===== src/sccu_cfg.svh =====
// Purpose: constants of the system clock control unit
// Assumes: core_clk at 250 MHz, standby clock 32.768 kHz
// Notes: register offsets are byte addresses on APB
`ifndef SCCU_CFG_SVH
`define SCCU_CFG_SVH
// ----------------------------------------
// Register map
// ----------------------------------------
`define SCCU_CLKCTL_OFS 12'h000
`define SCCU_GSTAT_OFS 12'h004
`define SCCU_GSET_OFS 12'h008
`define SCCU_GCLR_OFS 12'h00c
`define SCCU_OSCCS_OFS 12'h010
`define SCCU_RAW_OFS 12'h014
`define SCCU_MSK_OFS 12'h018
`define SCCU_SRCLR_OFS 12'h01c
`define SCCU_TRIM_OFS 12'h020
`define SCCU_RSTCTL_OFS 12'h024
// ----------------------------------------
// Reset values and fields
// ----------------------------------------
`define SCCU_INT_DIVIDER_RST 8'h04
`define SCCU_FRAC_DIVIDER_RST 8'h00
`define SCCU_NPERIPH 16
`define SCCU_GATE_RST 16'hfff0
`define SCCU_TRIM_MAX 4'h8
`define SCCU_RAW_LOSS 0
`define SCCU_RAW_SFAIL 1
`define SCCU_RAW_BLANK 2
`define SCCU_FRAC_ONE 17'h00100
// ----------------------------------------
// Timing
// ----------------------------------------
`define SCCU_CLK_HZ 250000000
`define SCCU_FOSC_HZ 64000000
`define SCCU_STBY_HZ 32768
`define SCCU_OWD_LO_HZ 50000000
`define SCCU_OWD_HI_HZ 68500000
`define SCCU_OWD_LO_CNT (`SCCU_OWD_LO_HZ / `SCCU_STBY_HZ)
`define SCCU_OWD_HI_CNT (`SCCU_OWD_HI_HZ / `SCCU_STBY_HZ)
`define SCCU_STBY_PER_CYC (`SCCU_CLK_HZ / `SCCU_STBY_HZ)
`define SCCU_OWD_SETTLE 2'h2
`define SCCU_VLOW_US 16
`define SCCU_VLOW_CYC ((`SCCU_VLOW_US * `SCCU_CLK_HZ) / 1000000)
`define SCCU_TRIM_US 5
`define SCCU_TRIM_CYC ((`SCCU_TRIM_US * `SCCU_CLK_HZ) / 1000000)
`endif


===== src/sccu_pkg.sv =====
// Purpose: types of the system clock control unit
// Assumes: sccu_cfg.svh holds all numbers
// Notes: whole module state is one packed struct
`include "sccu_cfg.svh"
package sccu_pkg;
	typedef enum logic [1:0] {
		SCCU_OWD_IDLE = 2'b00,
		SCCU_OWD_SETTLE = 2'b01,
		SCCU_OWD_MEAS = 2'b10,
		SCCU_OWD_HOLD = 2'b11
	} sccu_owd_e;

	typedef struct packed {
		logic [1:0] osc_s;
		logic [1:0] sby_s;
		logic [1:0] drop_s;
		logic osc_d;
		logic sby_d;
		logic blank_d;
		logic [7:0] int_divider;
		logic [7:0] frac_divider;
		logic pdbl;
		logic drop_en;
		logic [16:0] acc;
		logic half;
		logic mclk_en;
		logic pclk_en;
		logic [`SCCU_NPERIPH-1:0] gate;
		logic [`SCCU_NPERIPH-1:0] pen;
		logic owd_en;
		logic lrst_en;
		logic slow;
		logic fast;
		logic sfail;
		sccu_owd_e ows;
		logic [1:0] settle;
		logic [11:0] ocnt;
		logic [14:0] scnt;
		logic [2:0] raw;
		logic [2:0] msk;
		logic sr0;
		logic sr1;
		logic rst_req;
		logic pd;
		logic [11:0] vcnt;
		logic [3:0] trim;
		logic prot;
		logic [11:0] tcnt;
		logic resp;
		logic [31:0] rdata;
		logic err;
	} sccu_state_s;
endpackage


===== src/sccu_top.sv =====
// Purpose: system clock control unit: divider, blanking, watchdog, gating
// Assumes: fast_osc_out and standby_osc_out arrive as pins sampled by core_clk
// Notes: clocks leave as one-cycle enable pulses on core_clk
//
// Chosen here: the placing of the registers and the APB interface to the registers.
`timescale 1ns/100ps
`default_nettype none
`include "sccu_cfg.svh"
module sccu_top
	import sccu_pkg::*;
#(
	parameter logic [14:0] STBY_TO_CYC = 15'(2 * `SCCU_STBY_PER_CYC)
) (
	input wire logic core_clk,
	input wire logic reset_n,
	input wire logic psel,
	input wire logic penable,
	input wire logic pwrite,
	input wire logic [11:0] paddr,
	input wire logic [31:0] pwdata,
	output logic [31:0] prdata,
	output logic pready,
	output logic pslverr,
	input wire logic fast_osc_out,
	input wire logic standby_osc_out,
	input wire logic core_supply_drop,
	input wire logic deep_sleep,
	output logic mclk_en,
	output logic pclk_en,
	output logic [`SCCU_NPERIPH-1:0] periph_clk_en,
	output logic critical_request,
	output logic common_request,
	output logic sys_reset_req,
	output logic fast_osc_pd,
	output logic [3:0] temp_trim_offset,
	output logic core_volt_low_flag,
	output logic trim_settling
);
	sccu_state_s st_r;
	sccu_state_s st_nxt;
	logic osc_tick;
	logic sby_tick;
	logic blank;
	logic on_stby;
	logic owd_on;
	logic acc_pulse;
	logic [16:0] div;
	logic [16:0] acc_sum;
	logic req_ph;
	logic wr;
	logic [31:0] rd;
	logic rd_err;

	// ----------------------------------------
	// Pin sampling and events
	// ----------------------------------------
	assign osc_tick = st_r.osc_s[1] & ~st_r.osc_d;
	assign sby_tick = st_r.sby_s[1] & ~st_r.sby_d;
	assign blank = st_r.drop_s[1] & st_r.drop_en;
	assign owd_on = st_r.owd_en & ~deep_sleep;
	// Outside deep sleep the standby clock only takes over while it is still alive; deep sleep always uses it
	assign on_stby = deep_sleep | ((st_r.slow | st_r.fast) & ~st_r.sfail);

	// ----------------------------------------
	// Fractional divider
	// ----------------------------------------
	// An integer part of zero would divide by the fraction alone; clamp to one
	assign div = ({1'b0, st_r.int_divider, st_r.frac_divider} < `SCCU_FRAC_ONE) ? `SCCU_FRAC_ONE
		: {1'b0, st_r.int_divider, st_r.frac_divider};
	assign acc_sum = st_r.acc + `SCCU_FRAC_ONE;
	assign acc_pulse = osc_tick & ~blank & (acc_sum >= div);

	// ----------------------------------------
	// APB access
	// ----------------------------------------
	// One wait state so that read data comes from a flip-flop
	assign req_ph = psel & penable & ~st_r.resp;
	assign pready = psel & penable & st_r.resp;
	assign wr = pready & pwrite;
	assign prdata = st_r.rdata;
	assign pslverr = st_r.err;

	always_comb begin
		rd = 32'h00000000;
		rd_err = 1'b0;
		case (paddr)
			`SCCU_CLKCTL_OFS: rd = {13'h0000, core_volt_low_flag, st_r.drop_en, st_r.pdbl,
				st_r.int_divider, st_r.frac_divider};
			`SCCU_GSTAT_OFS: rd = 32'(st_r.gate);
			`SCCU_GSET_OFS: rd = 32'h00000000;
			`SCCU_GCLR_OFS: rd = 32'h00000000;
			`SCCU_OSCCS_OFS: rd = {27'h0000000, st_r.sfail, st_r.fast, st_r.slow, 1'b0,
				st_r.owd_en};
			`SCCU_RAW_OFS: rd = {29'h00000000, st_r.raw};
			`SCCU_MSK_OFS: rd = {29'h00000000, st_r.msk};
			`SCCU_SRCLR_OFS: rd = 32'h00000000;
			`SCCU_TRIM_OFS: begin
				rd = {15'h0000, trim_settling, 7'h00, st_r.prot, 4'h0, st_r.trim};
				// Protected field: refuse writes while closed or out of range
				rd_err = pwrite & pwdata[8] == 1'b0 & ~st_r.prot
					& pwdata[3:0] != st_r.trim;
				if (pwrite && pwdata[3:0] > `SCCU_TRIM_MAX) begin
					rd_err = 1'b1;
				end
			end
			`SCCU_RSTCTL_OFS: rd = {31'h00000000, st_r.lrst_en};
			default: rd_err = 1'b1;
		endcase
	end

	// ----------------------------------------
	// Next state
	// ----------------------------------------
	always_comb begin
		st_nxt = st_r;
		st_nxt.osc_s = {st_r.osc_s[0], fast_osc_out};
		st_nxt.sby_s = {st_r.sby_s[0], standby_osc_out};
		st_nxt.drop_s = {st_r.drop_s[0], core_supply_drop};
		st_nxt.osc_d = st_r.osc_s[1];
		st_nxt.sby_d = st_r.sby_s[1];
		st_nxt.blank_d = blank;
		st_nxt.resp = req_ph;
		if (req_ph) begin
			st_nxt.rdata = rd;
			st_nxt.err = rd_err;
		end

		// Divider: pulses at twice mclk rate, every second one is mclk; pclk takes every pulse only with pdbl set
		st_nxt.mclk_en = 1'b0;
		st_nxt.pclk_en = 1'b0;
		if (on_stby) begin
			st_nxt.mclk_en = sby_tick;
			st_nxt.pclk_en = sby_tick;
		end else if (acc_pulse) begin
			st_nxt.half = ~st_r.half;
			st_nxt.mclk_en = st_r.half;
			st_nxt.pclk_en = st_r.pdbl | st_r.half;
		end
		if (osc_tick && !blank) begin
			st_nxt.acc = acc_pulse ? acc_sum - div : acc_sum;
		end
		st_nxt.pd = deep_sleep;

		// Oscillator watchdog
		if (st_r.scnt != STBY_TO_CYC) begin
			st_nxt.scnt = st_r.scnt + 15'h0001;
		end
		if (sby_tick) begin
			st_nxt.scnt = 15'h0000;
		end
		if (st_r.ocnt != 12'hfff && osc_tick) begin
			st_nxt.ocnt = st_r.ocnt + 12'h001;
		end
		case (st_r.ows)
			SCCU_OWD_IDLE: begin
				if (owd_on) begin
					st_nxt.ows = SCCU_OWD_SETTLE;
					st_nxt.settle = 2'h0;
				end
			end
			SCCU_OWD_SETTLE: begin
				if (sby_tick) begin
					st_nxt.settle = st_r.settle + 2'h1;
					st_nxt.ocnt = 12'h000;
					if (st_r.settle == `SCCU_OWD_SETTLE - 2'h1) begin
						st_nxt.ows = SCCU_OWD_MEAS;
					end
				end
			end
			SCCU_OWD_MEAS: begin
				if (sby_tick) begin
					st_nxt.ocnt = 12'h000;
					if (st_r.ocnt < 12'(`SCCU_OWD_LO_CNT)) begin
						st_nxt.slow = 1'b1;
						st_nxt.ows = SCCU_OWD_HOLD;
					end else if (st_r.ocnt > 12'(`SCCU_OWD_HI_CNT)) begin
						st_nxt.fast = 1'b1;
						st_nxt.ows = SCCU_OWD_HOLD;
					end else begin
						st_nxt.slow = 1'b0;
						st_nxt.fast = 1'b0;
					end
				end
			end
			SCCU_OWD_HOLD: st_nxt.ows = SCCU_OWD_HOLD;
			default: st_nxt.ows = SCCU_OWD_IDLE;
		endcase
		st_nxt.sfail = st_r.ows != SCCU_OWD_IDLE && st_r.scnt == STBY_TO_CYC;

		// Service requests: hardware set wins over software clear
		if (wr && paddr == `SCCU_SRCLR_OFS) begin
			st_nxt.raw = st_r.raw & ~pwdata[2:0];
		end
		// Every detection raises the event, also one repeated after a restart
		if (st_r.ows == SCCU_OWD_MEAS && st_nxt.ows == SCCU_OWD_HOLD) begin
			st_nxt.raw[`SCCU_RAW_LOSS] = 1'b1;
		end
		if (st_nxt.sfail & ~st_r.sfail) begin
			st_nxt.raw[`SCCU_RAW_SFAIL] = 1'b1;
		end
		// Blanking event is raised as clocks resume
		if (st_r.blank_d & ~blank) begin
			st_nxt.raw[`SCCU_RAW_BLANK] = 1'b1;
		end
		st_nxt.sr0 = st_r.raw[`SCCU_RAW_LOSS] & st_r.msk[`SCCU_RAW_LOSS];
		st_nxt.sr1 = |(st_r.raw[2:1] & st_r.msk[2:1]);
		st_nxt.rst_req = (st_r.slow | st_r.fast) & st_r.lrst_en;

		// Supply settle and trim settle counters
		if (st_r.vcnt != 12'h000) begin
			st_nxt.vcnt = st_r.vcnt - 12'h001;
		end
		if (st_r.tcnt != 12'h000) begin
			st_nxt.tcnt = st_r.tcnt - 12'h001;
		end
		if (blank) begin
			st_nxt.vcnt = 12'(`SCCU_VLOW_CYC);
		end

		// Register writes
		if (wr) begin
			case (paddr)
				`SCCU_CLKCTL_OFS: begin
					st_nxt.frac_divider = pwdata[7:0];
					st_nxt.int_divider = pwdata[15:8];
					st_nxt.pdbl = pwdata[16];
					st_nxt.drop_en = pwdata[17];
					st_nxt.vcnt = 12'(`SCCU_VLOW_CYC);
				end
				`SCCU_GSET_OFS: begin
					st_nxt.gate = st_r.gate | pwdata[`SCCU_NPERIPH-1:0];
					st_nxt.vcnt = 12'(`SCCU_VLOW_CYC);
				end
				`SCCU_GCLR_OFS: begin
					st_nxt.gate = st_r.gate & ~pwdata[`SCCU_NPERIPH-1:0];
					st_nxt.vcnt = 12'(`SCCU_VLOW_CYC);
				end
				`SCCU_OSCCS_OFS: begin
					st_nxt.owd_en = pwdata[0];
					if (pwdata[1] && st_r.owd_en) begin
						st_nxt.ows = SCCU_OWD_SETTLE;
						st_nxt.settle = 2'h0;
					end
				end
				`SCCU_MSK_OFS: st_nxt.msk = pwdata[2:0];
				`SCCU_TRIM_OFS: begin
					if (!st_r.err) begin
						st_nxt.prot = pwdata[8];
						if (st_r.prot && pwdata[3:0] != st_r.trim) begin
							st_nxt.trim = pwdata[3:0];
							st_nxt.tcnt = 12'(`SCCU_TRIM_CYC);
						end
					end
				end
				`SCCU_RSTCTL_OFS: st_nxt.lrst_en = pwdata[0];
				default: st_nxt.err = st_r.err;
			endcase
		end
		// Gate as it stands after this edge, so a new gate stops the very next pulse
		st_nxt.pen = st_nxt.mclk_en ? ~st_nxt.gate : '0;
		// Disabled or sleeping watchdog holds no status
		if (!owd_on) begin
			st_nxt.ows = SCCU_OWD_IDLE;
			st_nxt.slow = 1'b0;
			st_nxt.fast = 1'b0;
			st_nxt.sfail = 1'b0;
		end
	end

	always_ff @(posedge core_clk or negedge reset_n) begin
		if (!reset_n) begin
			st_r <= '0;
			st_r.int_divider <= `SCCU_INT_DIVIDER_RST;
			st_r.frac_divider <= `SCCU_FRAC_DIVIDER_RST;
			st_r.drop_en <= 1'b1;
			st_r.gate <= `SCCU_GATE_RST;
			st_r.owd_en <= 1'b1;
		end else begin
			st_r <= st_nxt;
		end
	end

	assign mclk_en = st_r.mclk_en;
	assign pclk_en = st_r.pclk_en;
	assign periph_clk_en = st_r.pen;
	assign critical_request = st_r.sr0;
	assign common_request = st_r.sr1;
	assign sys_reset_req = st_r.rst_req;
	assign fast_osc_pd = st_r.pd;
	assign temp_trim_offset = st_r.trim;
	assign core_volt_low_flag = st_r.vcnt != 12'h000;
	assign trim_settling = st_r.tcnt != 12'h000;
endmodule // sccu_top
`default_nettype wire


===== config.mk =====
export PLATFORM = sky130hd
export DESIGN_NAME = sccu_top
export DESIGN_NICKNAME = d
export VERILOG_FILES = /design/src/sccu_pkg.sv /design/src/sccu_top.sv
export VERILOG_INCLUDE_DIRS = /design/src
export SDC_FILE = /design/constraint.sdc
export NUM_CORES = 1
export LEC_CHECK = 0
export BUFFER_PORTS_ARGS = -buffer_cell sky130_fd_sc_hd__buf_2
export CAP_MARGIN = 20
export CORE_AREA = 2 2 128 130
export CTS_CLUSTER_DIAMETER = 100
export DETAILED_ROUTE_END_ITERATION = 8
export DIE_AREA = 0 0 130 132
export HOLD_SLACK_MARGIN = 0.06
export PLACE_DENSITY_LB_ADDON = 0.1
export SYNTH_ARGS = -nofsm -noshare
export SYNTH_HDL_FRONTEND = slang
export SYNTH_SLANG_ARGS = --single-unit

===== constraint.sdc =====
create_clock -name core_clk -period 9.25 [get_ports core_clk]
set_clock_uncertainty 0.05 [all_clocks]
set_input_delay 1.3875 -clock core_clk [delete_from_list [all_inputs] [get_ports core_clk]]
set_output_delay 1.3875 -clock core_clk [all_outputs]
set_load 0.005 [all_outputs]

==> flow_summary.json, run 1 <==
{
  "antenna_found_initial": 1,
  "reg2reg_from": "st_r[174]",
  "p_per_area_nw_per_um2": 179,
  "total_power_uw": 1820,
  "relSlewSlack_pct": 35.0,
  "finalSetupTns_ns": 0,
  "r2r_slack_ns": 5.31,
  "ys_ff_latch": 175,
  "dr.pass1.iters": 5,
  "drc": 0,
  "via_per_inst": 5.64,
  "synthArstFlopShare_pct": 100,
  "die_w_um": 130,
  "clock_path_buffers": 2,
  "min_from": "st_nxt[185]",
  "hold_viol_final": 0,
  "htreeDepth": 4,
  "p_leak_uw": 0.00477,
  "fillers": 1335,
  "grt_use_total_pct": 24.3,
  "syn_inst": 950,
  "finalWirelength_um": 20100,
  "synth_top_area_cell": "dfrtp_1",
  "num_vias": 6921,
  "dr_wl_met3_um": 1150,
  "cts_buffers": 17,
  "wl_met2_um": 9200,
  "status": "complete, no violations",
  "worst-path-max-fanout": 17,
  "wl_met1_um": 9490,
  "worstSetupStartpointType": "flop",
  "min_path_type": "reg2reg",
  "synth_flop_cell": "dfrtp_1",
  "ios": 115,
  "synth-seq-area-share_pct": 47.4,
  "clkTransAtPathRegs_ns": 0.07,
  "die_y_um": 132,
  "cts_root_buf": "clkbuf_16",
  "ctsHoldBuffers": 0,
  "clk_latency_ns": 0.43,
  "fmax_mhz": 254,
  "first_iter_violations": 471,
  "syn_area_um2": 9290,
  "yosysMostFrequentCell": "dfrtp_1",
  "ys_top_cells_by_area": "dfrtp_1 (43%), nand2_1 (5.2%), mux2_2 (4.4%)",
  "yosysWarnings": 0,
  "drive_gt1_share_pct": 19.7,
  "min_period_ns": 3.94,
  "cts_sinks": 175,
  "grt_pass1_vias": 6500,
  "synthToLayoutAreaGrowth_pct": 9.78,
  "finalNetCount": 1080,
  "syn_avg_cell_area_um2": 9.78,
  "final-setup-viol-count": 0,
  "dieArea_um2": 17200,
  "grt_max_degree": 109,
  "drv_cap": 0,
  "synth_edf_count": 0,
  "slew_violations": 0,
  "hold_end": "st_nxt[180]",
  "reg2reg_depth": 11,
  "routed.top_layer": "met4",
  "ctsResizeCount": 0,
  "initial_core_util_pct": 59.1,
  "ant_nets": 0,
  "required_ns": 9.47,
  "fin_crit_sh_pct": 42.6,
  "grt_setup_unrepaired": "no",
  "gp_congestion": 0.854,
  "min_path_cells": 0,
  "num_rows": 46,
  "grt.overflow.total": 0,
  "grt_pass1_wl_um": 32900,
  "core_um2": 15700,
  "vdd_drop_max_uv": 134,
  "port_buffers": 87,
  "cts_tree": "yes",
  "dp_hpwl_um": 14000,
  "critical_path_arrival_ns": 4.17,
  "ys_top_cells_by_count": "dfrtp_1 (160), nand2_1 (129), nor2_1 (89)",
  "post_drt_wl_per_cell_um": 16.4,
  "critPathKind": "reg2reg",
  "worst_pin_slew_ns": 0.975,
  "post_cts_buffers": 0,
  "yosys.area.top_type_share_pct": 43.1,
  "ys_types": 79,
  "cp-end-kind": "flop",
  "r2r_end": "periph_clk_en[3]"
}
[layout make-up]
cell class / count / area (um^2) / share of cell area [%]
Inverter: 34 / 128 / 1.25
Sequential cell: 175 / 4400 / 43.1
Clock inverter: 10 / 111 / 1.09
Multi-Input combinational cell: 676 / 4310 / 42.2
Timing Repair Buffer: 93 / 507 / 4.97
Clock buffer: 22 / 474 / 4.65
Antenna cell: 1 / 2.50 / 0.0245
Tap cell: 216 / 270 / 2.65
[cells in the final DEF, fill, tap and decap left out, drive strengths merged, types with 7 or more instances in the layout]
master  netlist  layout
a21o          7       7
a21oi        37      37
a22oi        15      15
and2         10      10
and3         11      11
buf          58      93
clkbuf       19      22
conb          1      13
dfrtp       160     160
dfstp        15      15
ha           29      29
inv          34      34
mux2         42      42
nand2       131     131
nand3        35      35
nand4        10      10
nor2         90      90
nor2b         7       7
nor3         26      26
nor4         10      10
o21ai        55      55
or3          16      16
xnor2        31      31
xor2         23      23
[critical path, stage by stage, from the launching register on]
cell and delay (ns):
dfrtp_1 0.41, nor4_1 0.53, nand2_1 0.32, nand2_1 0.15, ha_1 0.30, a21oi_1 0.24, o21ai_2 0.10, a2111o_1 0.45
o211ai_4 0.29, a21oi_4 0.19, a31oi_4 0.59, nor2_1 0.13
[power breakdown]
group | switching, uW | internal [uW]
Sequential | 52.1 | 810
Combinational | 146 | 102
Clock | 296 | 418
Total | 494 | 1330
[worst max path at each step]
stage                          from          endpoint  slack [ns]  cells after the start
after floorplan           st_r[152]         st_r[145]        6.04                     13
after global placement    st_r[174]  periph_clk_en[1]        5.33                     11
after detailed placement  st_r[174]  periph_clk_en[1]        5.31                     11
after CTS                 st_r[174]  periph_clk_en[1]        5.28                     11
after global routing      st_r[174]  periph_clk_en[3]        5.02                     11
final                     st_r[174]  periph_clk_en[3]        5.31                     11
[flip-flops by register name, indices dropped and copies added, names as in the netlist]
register,flops
st_r,124
prdata,19
periph_clk_en,16
st_nxt,5
temp_trim_offset,4
common_request,1
critical_request,1
fast_osc_pd,1
mclk_en,1
pclk_en,1
pslverr,1
sys_reset_req,1
[metrics by stage]
stage                     utilization (%)  hold WS (ns)  std cells  area, um^2  setup WS [ns]
final                                64.9         0.297       1227       10200           5.31
after global routing                 64.9         0.317       1226       10200           5.02
after CTS                            64.7         0.300       1225       10200           5.28
after detailed placement             61.0         0.286       1193        9580           5.31
after global placement               61.0         0.282       1193        9580           5.33
after floorplan                         -         0.281        962        9330           6.04
[per-layer routing]
metal / vias to the layer above / GRT usage, %
li1: 3340 / -
met1: 3378 / 35.0
met2: 182 / 37.6
met3: 21 / 5.88
met4: 0 / 5.68
met5: - / 0
[cells by family (layout without fill, tap and decap cells)]
group,Yosys count,in the layout,synth area share (%)
and+or+nand+nor,365,365,18.7
DFF,175,175,47.4
AOI/OAI and AO/OA,167,167,12.2
buffers and inverters,111,159,6.84
xor gates and xnor gates,54,54,5.09
muxes,47,47,5.63
adders and majority gates,30,30,4.12
other,1,14,0.0404
Power figures use the tool's default switching activity.
==> inputs of run 2 (changes only) <==
--- a/config.mk
+++ b/config.mk
@@ -6,12 +6,13 @@
 export SDC_FILE = /design/constraint.sdc
 export NUM_CORES = 1
 export LEC_CHECK = 0
+export ABC_AREA = 1
 export BUFFER_PORTS_ARGS = -buffer_cell sky130_fd_sc_hd__buf_2
 export CAP_MARGIN = 20
-export CORE_AREA = 2 2 128 130
+export CORE_AREA = 2 2 139 141
 export CTS_CLUSTER_DIAMETER = 100
 export DETAILED_ROUTE_END_ITERATION = 8
-export DIE_AREA = 0 0 130 132
+export DIE_AREA = 0 0 141 143
 export HOLD_SLACK_MARGIN = 0.06
 export PLACE_DENSITY_LB_ADDON = 0.1
 export SYNTH_ARGS = -nofsm -noshare
==> constraint.sdc (replaced) <==
create_clock -name core_clk -period 3.6 [get_ports core_clk]
set_clock_uncertainty 0.05 [all_clocks]
set_input_delay 0.54 -clock core_clk [delete_from_list [all_inputs] [get_ports core_clk]]
set_output_delay 0.54 -clock core_clk [all_outputs]
set_load 0.005 [all_outputs]
==> flow_summary.json, run 2 <==
{
  "cp-end-kind": "flop",
  "total_power_uw": 5570,
  "gp_congestion": 0.907,
  "die_y_um": 143,
  "fmax_mhz": 329,
  "fin_crit_sh_pct": 84.5,
  "worst-path-max-fanout": 18,
  "syn_area_um2": 9750,
  "pwr-share-seq_pct": 40.1,
  "clkTransAtPathRegs_ns": 0.07,
  "grt_max_degree": 94,
  "via_per_inst": 5.26,
  "ys_top_cells_by_area": "dfrtp_1 (41%), nand2_1 (11%), inv_1 (5.4%)",
  "ys_ff_latch": 175,
  "r2r_end": "periph_clk_en[11]",
  "p_sw_share_pct": 33.8,
  "syn_avg_cell_area_um2": 8.02,
  "required_ns": 3.90,
  "dr.pass1.iters": 5,
  "switchingPower_uw": 1880,
  "p_int_uw": 3690,
  "regMostFlops": "st_r",
  "synth_edf_count": 0,
  "diodes": 0,
  "yosysWarnings": 0,
  "ctsResizeCount": 0,
  "post_drt_wl_per_cell_um": 15.3,
  "antenna_found_initial": 0,
  "grt_pass1_wl_um": 38500,
  "syn_inst": 1215,
  "relSlewSlack_pct": 42.5,
  "layout_commonest_cell": "nand2_1",
  "drv_cap": 0,
  "clock_path_buffers": 2,
  "clk_latency_ns": 0.44,
  "drc": 0,
  "grt.overflow.total": 0,
  "min_period_ns": 3.04,
  "synth_top_area_cell": "dfrtp_1",
  "post_cts_buffers": 0,
  "cts_root_buf": "clkbuf_16",
  "min_path_type": "in2async",
  "finalWirelength_um": 23200,
  "port_buffers": 87,
  "initial_core_util_pct": 52.5,
  "vdd_drop_max_uv": 310,
  "slew_violations": 0,
  "yosys.area.top_type_share_pct": 41.1,
  "die_w_um": 141,
  "synth-seq-area-share_pct": 45.1,
  "synthToLayoutAreaGrowth_pct": 9.97,
  "htreeDepth": 4,
  "num_vias": 7975,
  "reg2reg_from": "st_r[152]",
  "core_um2": 18600,
  "reg2reg_depth": 15,
  "ios": 115,
  "largest_register_ff_count": 124,
  "status": "complete, no violations",
  "layout_common_cells": "nand2_1 (293), dfrtp_1 (160), inv_1 (139), o21ai_0 (94), nor2_1 (91)",
  "p_comb_share_pct": 25.3,
  "postPlaceCellArea_um2": 10100,
  "fin_util_pct": 57.7,
  "drive_gt1_share_pct": 14.5,
  "ys_top_cells_by_count": "nand2_1 (293), dfrtp_1 (160), inv_1 (139)",
  "final-setup-viol-count": 0,
  "yosysMostFrequentCell": "nand2_1",
  "grt_setup_unrepaired": "no",
  "worst_pin_slew_ns": 0.863,
  "preCtsSetupSlack_ns": 0.589,
  "cts_tree": "yes",
  "ant_nets": 0,
  "worstSetupStartpointType": "flop",
  "hold_viol_final": 0,
  "crit_end": "periph_clk_en[11]",
  "cp-startpoint": "st_r[152]",
  "synthArstFlopShare_pct": 100,
  "p_per_area_nw_per_um2": 519,
  "grt_pass1_vias": 7758,
  "timing.final.ws_setup_ns": 0.560,
  "ys_types": 51,
  "dieArea_um2": 20200,
  "dp_hpwl_um": 17000,
  "r2r_slack_ns": 0.56,
  "stdcell_area_um2": 10700,
  "pwr-share-clk_pct": 34.6,
  "cts_sinks": 175,
  "num_rows": 50,
  "finalNetCount": 1351,
  "ctsHoldBuffers": 0,
  "synth_flop_cell": "dfrtp_1",
  "finalSetupTns_ns": 0,
  "first_iter_violations": 479,
  "p_leak_uw": 0.00537,
  "critPathKind": "reg2reg",
  "grt_use_total_pct": 24.2,
  "cts_buffers": 17,
  "critical_path_arrival_ns": 3.34
}
-- run 2: cell types whose count changed after synthesis, moves of 9 or more --
cell,before,now
a21oi_1,34,50
a22oi_1,15,2
and3_1,11,2
inv_1,33,139
mux2_2,36,4
nand2_1,129,293
nand3_1,34,82
nand4_1,10,20
o21ai_0,48,94
o21ai_1,6,24
or3_1,16,0
xnor2_1,31,8
-- run 2: kinds of logic (layout without fill, tap and decap cells) --
| kind of cell | after synthesis | in the layout | share of synthesized area [%] |
|---|---|---|---|
| adders and majority gates | 30 | 30 | 3.93 |
| xor gates and xnor gates | 27 | 27 | 2.43 |
| other | 1 | 13 | 0.0385 |
| DFF | 175 | 175 | 45.1 |
| AOI/OAI and AO/OA | 202 | 202 | 11.5 |
| and+or+nand+nor | 552 | 552 | 25.1 |
| muxes | 12 | 12 | 1.39 |
| buffers and inverters | 216 | 270 | 10.6 |
-- run 2: power by group through the flow --
stage          combinational (uW)  clock (uW)  sequential, uW
6_report                     1410        1930            2240
2_1_floorplan                1080           0            2240
4_1_cts                      1410        1970            2240
3_5_place_dp                 1400           0            2270
3_3_place_gp                 1390           0            2270
5_1_grt                      1620        2040            2250
-- run 2: final cells by class --
cell class	instances	area (um^2)
Clock buffer	18	439
Clock inverter	14	176
Fill cell	1776	7860
Inverter	143	537
Multi-Input combinational cell	836	4360
Sequential cell	175	4400
Tap cell	234	293
Timing Repair Buffer	95	514
-- run 2: critical path, cell delays in order, from the launching register on --
cell      delay, ns
dfrtp_1        0.37
inv_1          0.08
nor2_1         0.19
nand3_1        0.13
nand3b_1       0.19
xor2_1         0.20
inv_1          0.07
ha_1           0.38
nand2_1        0.10
nor2_1         0.18
nand4_1        0.12
nand2_1        0.12
nor2_4         0.06
nand2_8        0.13
nand4_4        0.31
a21oi_2        0.27
-- run 2: how the worst min path moves through the flow --
stage | from | end | cells past startpoint
after floorplan | reset_n | common_request | 0
after global placement | st_nxt[187] | st_nxt[181] | 0
after detailed placement | st_nxt[187] | st_nxt[181] | 0
after CTS | fast_osc_out | st_nxt[187] | 1
after global routing | fast_osc_out | st_nxt[187] | 1
final | reset_n | st_r[158] | 1
-- run 2: metrics by stage --
stage,std cells,hold WS [ns]
after global placement,1483,0.283
after CTS,1515,0.145
after global routing,1515,0.141
after detailed placement,1483,0.287
final,1515,0.146
after floorplan,1227,0.194
-- run 2: metal layers --
layer,track usage (%),wire length (um),vias to the layer above
met2,40.1,11100,140
met1,33.0,10700,3789
met3,4.76,996,25
met5,0,0,-
li1,-,-,4021
met4,6.16,364,0
==> inputs of run 3 (changes only) <==
==> constraint.sdc (replaced) <==
create_clock -name core_clk -period 2.76 [get_ports core_clk]
set_clock_uncertainty 0.05 [all_clocks]
set_input_delay 0.414 -clock core_clk [delete_from_list [all_inputs] [get_ports core_clk]]
set_output_delay 0.414 -clock core_clk [all_outputs]
set_load 0.005 [all_outputs]
==> flow_summary.json, run 3 (synthesis results as in run 2) <==
{
  "min_path_type": "in2reg",
  "via_per_inst": 5.28,
  "htreeDepth": 4,
  "post_drt_wl_per_cell_um": 15.5,
  "grtUsageMet1_pct": 34.4,
  "p_int_uw": 4970,
  "num_rows": 50,
  "ios": 115,
  "grt_pass1_wl_um": 39300,
  "antenna_found_initial": 0,
  "status": "complete, no violations",
  "fin_hold_ws_ns": 0.0890,
  "layout_commonest_cell": "nand2_1",
  "port_buffers": 87,
  "p_sw_share_pct": 34.7,
  "grt_use_total_pct": 24.8,
  "fin_crit_sh_pct": 98.9,
  "switchingPower_uw": 2640,
  "worstSetupStartpointType": "flop",
  "largest_register_ff_count": 124,
  "initial_core_util_pct": 52.5,
  "diodes": 0,
  "dieArea_um2": 20200,
  "critPathKind": "reg2reg",
  "num_vias": 8303,
  "p_comb_share_pct": 30.4,
  "grt.met3_usage_pct": 4.43,
  "cts_sinks": 175,
  "clock_path_buffers": 2,
  "cts_buffers": 17,
  "p_leak_uw": 0.00567,
  "use_met2_pct": 40.4,
  "min_period_ns": 2.73,
  "final-setup-viol-count": 0,
  "dp_hpwl_um": 17700,
  "grt_busiest_layer": "met2",
  "pwr-share-clk_pct": 31.1,
  "die_y_um": 143,
  "hold_viol_final": 0,
  "drc": 0,
  "preCtsSetupSlack_ns": -0.0914,
  "grt_pass1_vias": 7857,
  "fillers": 1624,
  "regMostFlops": "st_r",
  "pwr-share-seq_pct": 38.5,
  "cp-end-kind": "flop",
  "finalWirelength_um": 24500,
  "clkTransAtPathRegs_ns": 0.07,
  "drive_gt1_share_pct": 20.2,
  "fmax_mhz": 367,
  "dr.pass1.iters": 7,
  "drv_cap": 0,
  "grt_max_degree": 61,
  "p_per_area_nw_per_um2": 669,
  "ant_nets": 0,
  "worst_pin_slew_ns": 0.784,
  "die_w_um": 141,
  "gp_congestion": 0.895,
  "cts_tree": "yes",
  "worst-path-max-fanout": 8,
  "required_ns": 3.02,
  "grt_setup_unrepaired": "yes",
  "relSlewSlack_pct": 47.7,
  "layout_common_cells": "nand2_1 (284), dfrtp_1 (160), inv_1 (138), o21ai_0 (92), nor2_1 (87)",
  "core_um2": 18600,
  "cts_root_buf": "clkbuf_16",
  "synthToLayoutAreaGrowth_pct": 16.7,
  "grt.overflow.total": 0,
  "critical_path_arrival_ns": 2.99,
  "vdd_drop_max_uv": 507,
  "slew_violations": 0,
  "clk_latency_ns": 0.43,
  "timing.final.ws_setup_ns": 0.0316,
  "finalNetCount": 1409,
  "first_iter_violations": 629
}
## run 3: cell types whose count changed in the layout (fill, tap and decap cells not counted), moves of 4 or more
| cell | change |
|---|---|
| nand2_4 | +4 |
| buf_4 | +47 |
| a21oi_1 | -4 |
| ha_1 | -6 |
| nand2_1 | -9 |
| nand2_2 | +5 |
| a21oi_2 | +4 |
| nor2_1 | -4 |
| ha_4 | +4 |
| dlygate4sd3_1 | +4 |
## run 3: cell type report
type	count	area, um^2	share of cell area (%)
Clock buffer	20	467	4.10
Clock inverter	12	115	1.01
Inverter	143	537	4.72
Multi-Input combinational cell	839	4590	40.3
Sequential cell	175	4400	38.7
Tap cell	234	293	2.57
Timing Repair Buffer	150	983	8.64
## run 3: critical path: stages, from the launching register on
cell     delay [ns]
dfrtp_1        0.40
ha_2           0.19
and3_4         0.19
nand3_2        0.06
xor2_1         0.20
inv_1          0.11
ha_4           0.32
nand2_2        0.08
nor2_4         0.11
and2_4         0.15
nand2_2        0.06
nand2_4        0.07
nand2_4        0.07
nand2_8        0.14
nand2_8        0.11
buf_12         0.19
nand2_2        0.05
o21ai_1        0.05
## run 3: power by group through the flow
| stage | clock network [uW] | logic (uW) | registers [uW] |
|---|---|---|---|
| finish | 2370 | 2310 | 2930 |
| global route | 2510 | 2610 | 2970 |
| CTS | 2410 | 2120 | 2920 |
| detailed placement | 0 | 2060 | 2960 |
| global placement | 0 | 2030 | 2960 |
| floorplan | 0 | 1410 | 2920 |
## run 3: metrics by stage
step,area [um^2],instances,total power (uW),util (%),TNS (ns)
after floorplan,9790,1227,4330,-,0
after global placement,10500,1530,4990,56.4,-1.30
after detailed placement,10500,1530,5020,56.4,-1.56
after CTS,11200,1567,7450,60.0,0
after global routing,11400,1573,8080,61.2,-1.34
final,11400,1573,7620,61.2,0
## run 3: timing repair
| action | CTS | global route |
|---|---|---|
| endpoints found under the hold margin | 57 | 0 |
| setup endpoints to repair | 32 | 36 |
| buffers inserted | 0 | 3 |
| resized for setup | 4 | 41 |
| pin swaps | 0 | 16 |
| hold buffers | 4 | 0 |
| cloned | 1 | 3 |
## run 3: path summary, 6_finish.rpt
| path | start | to | slack [ns] | cells past startpoint |
|---|---|---|---|---|
| min in group asynchronous | reset_n | st_r[157] | 0.47 | 2 |
| max in group asynchronous | reset_n | prdata[1] | 1.41 | 3 |
| min reg2reg | st_nxt[183] | st_r[183] | 0.30 | 0 |
| min | deep_sleep | fast_osc_pd | 0.09 | 1 |
| max reg2reg | st_r[153] | st_r[151] | 0.03 | 17 |
| max | st_r[153] | st_r[151] | 0.03 | 17 |
## run 3: layer usage
metal	up-vias	wire length [um]
li1	4135	-
met1	3935	11000
met2	190	11700
met3	43	1180
met4	0	543
met5	-	0
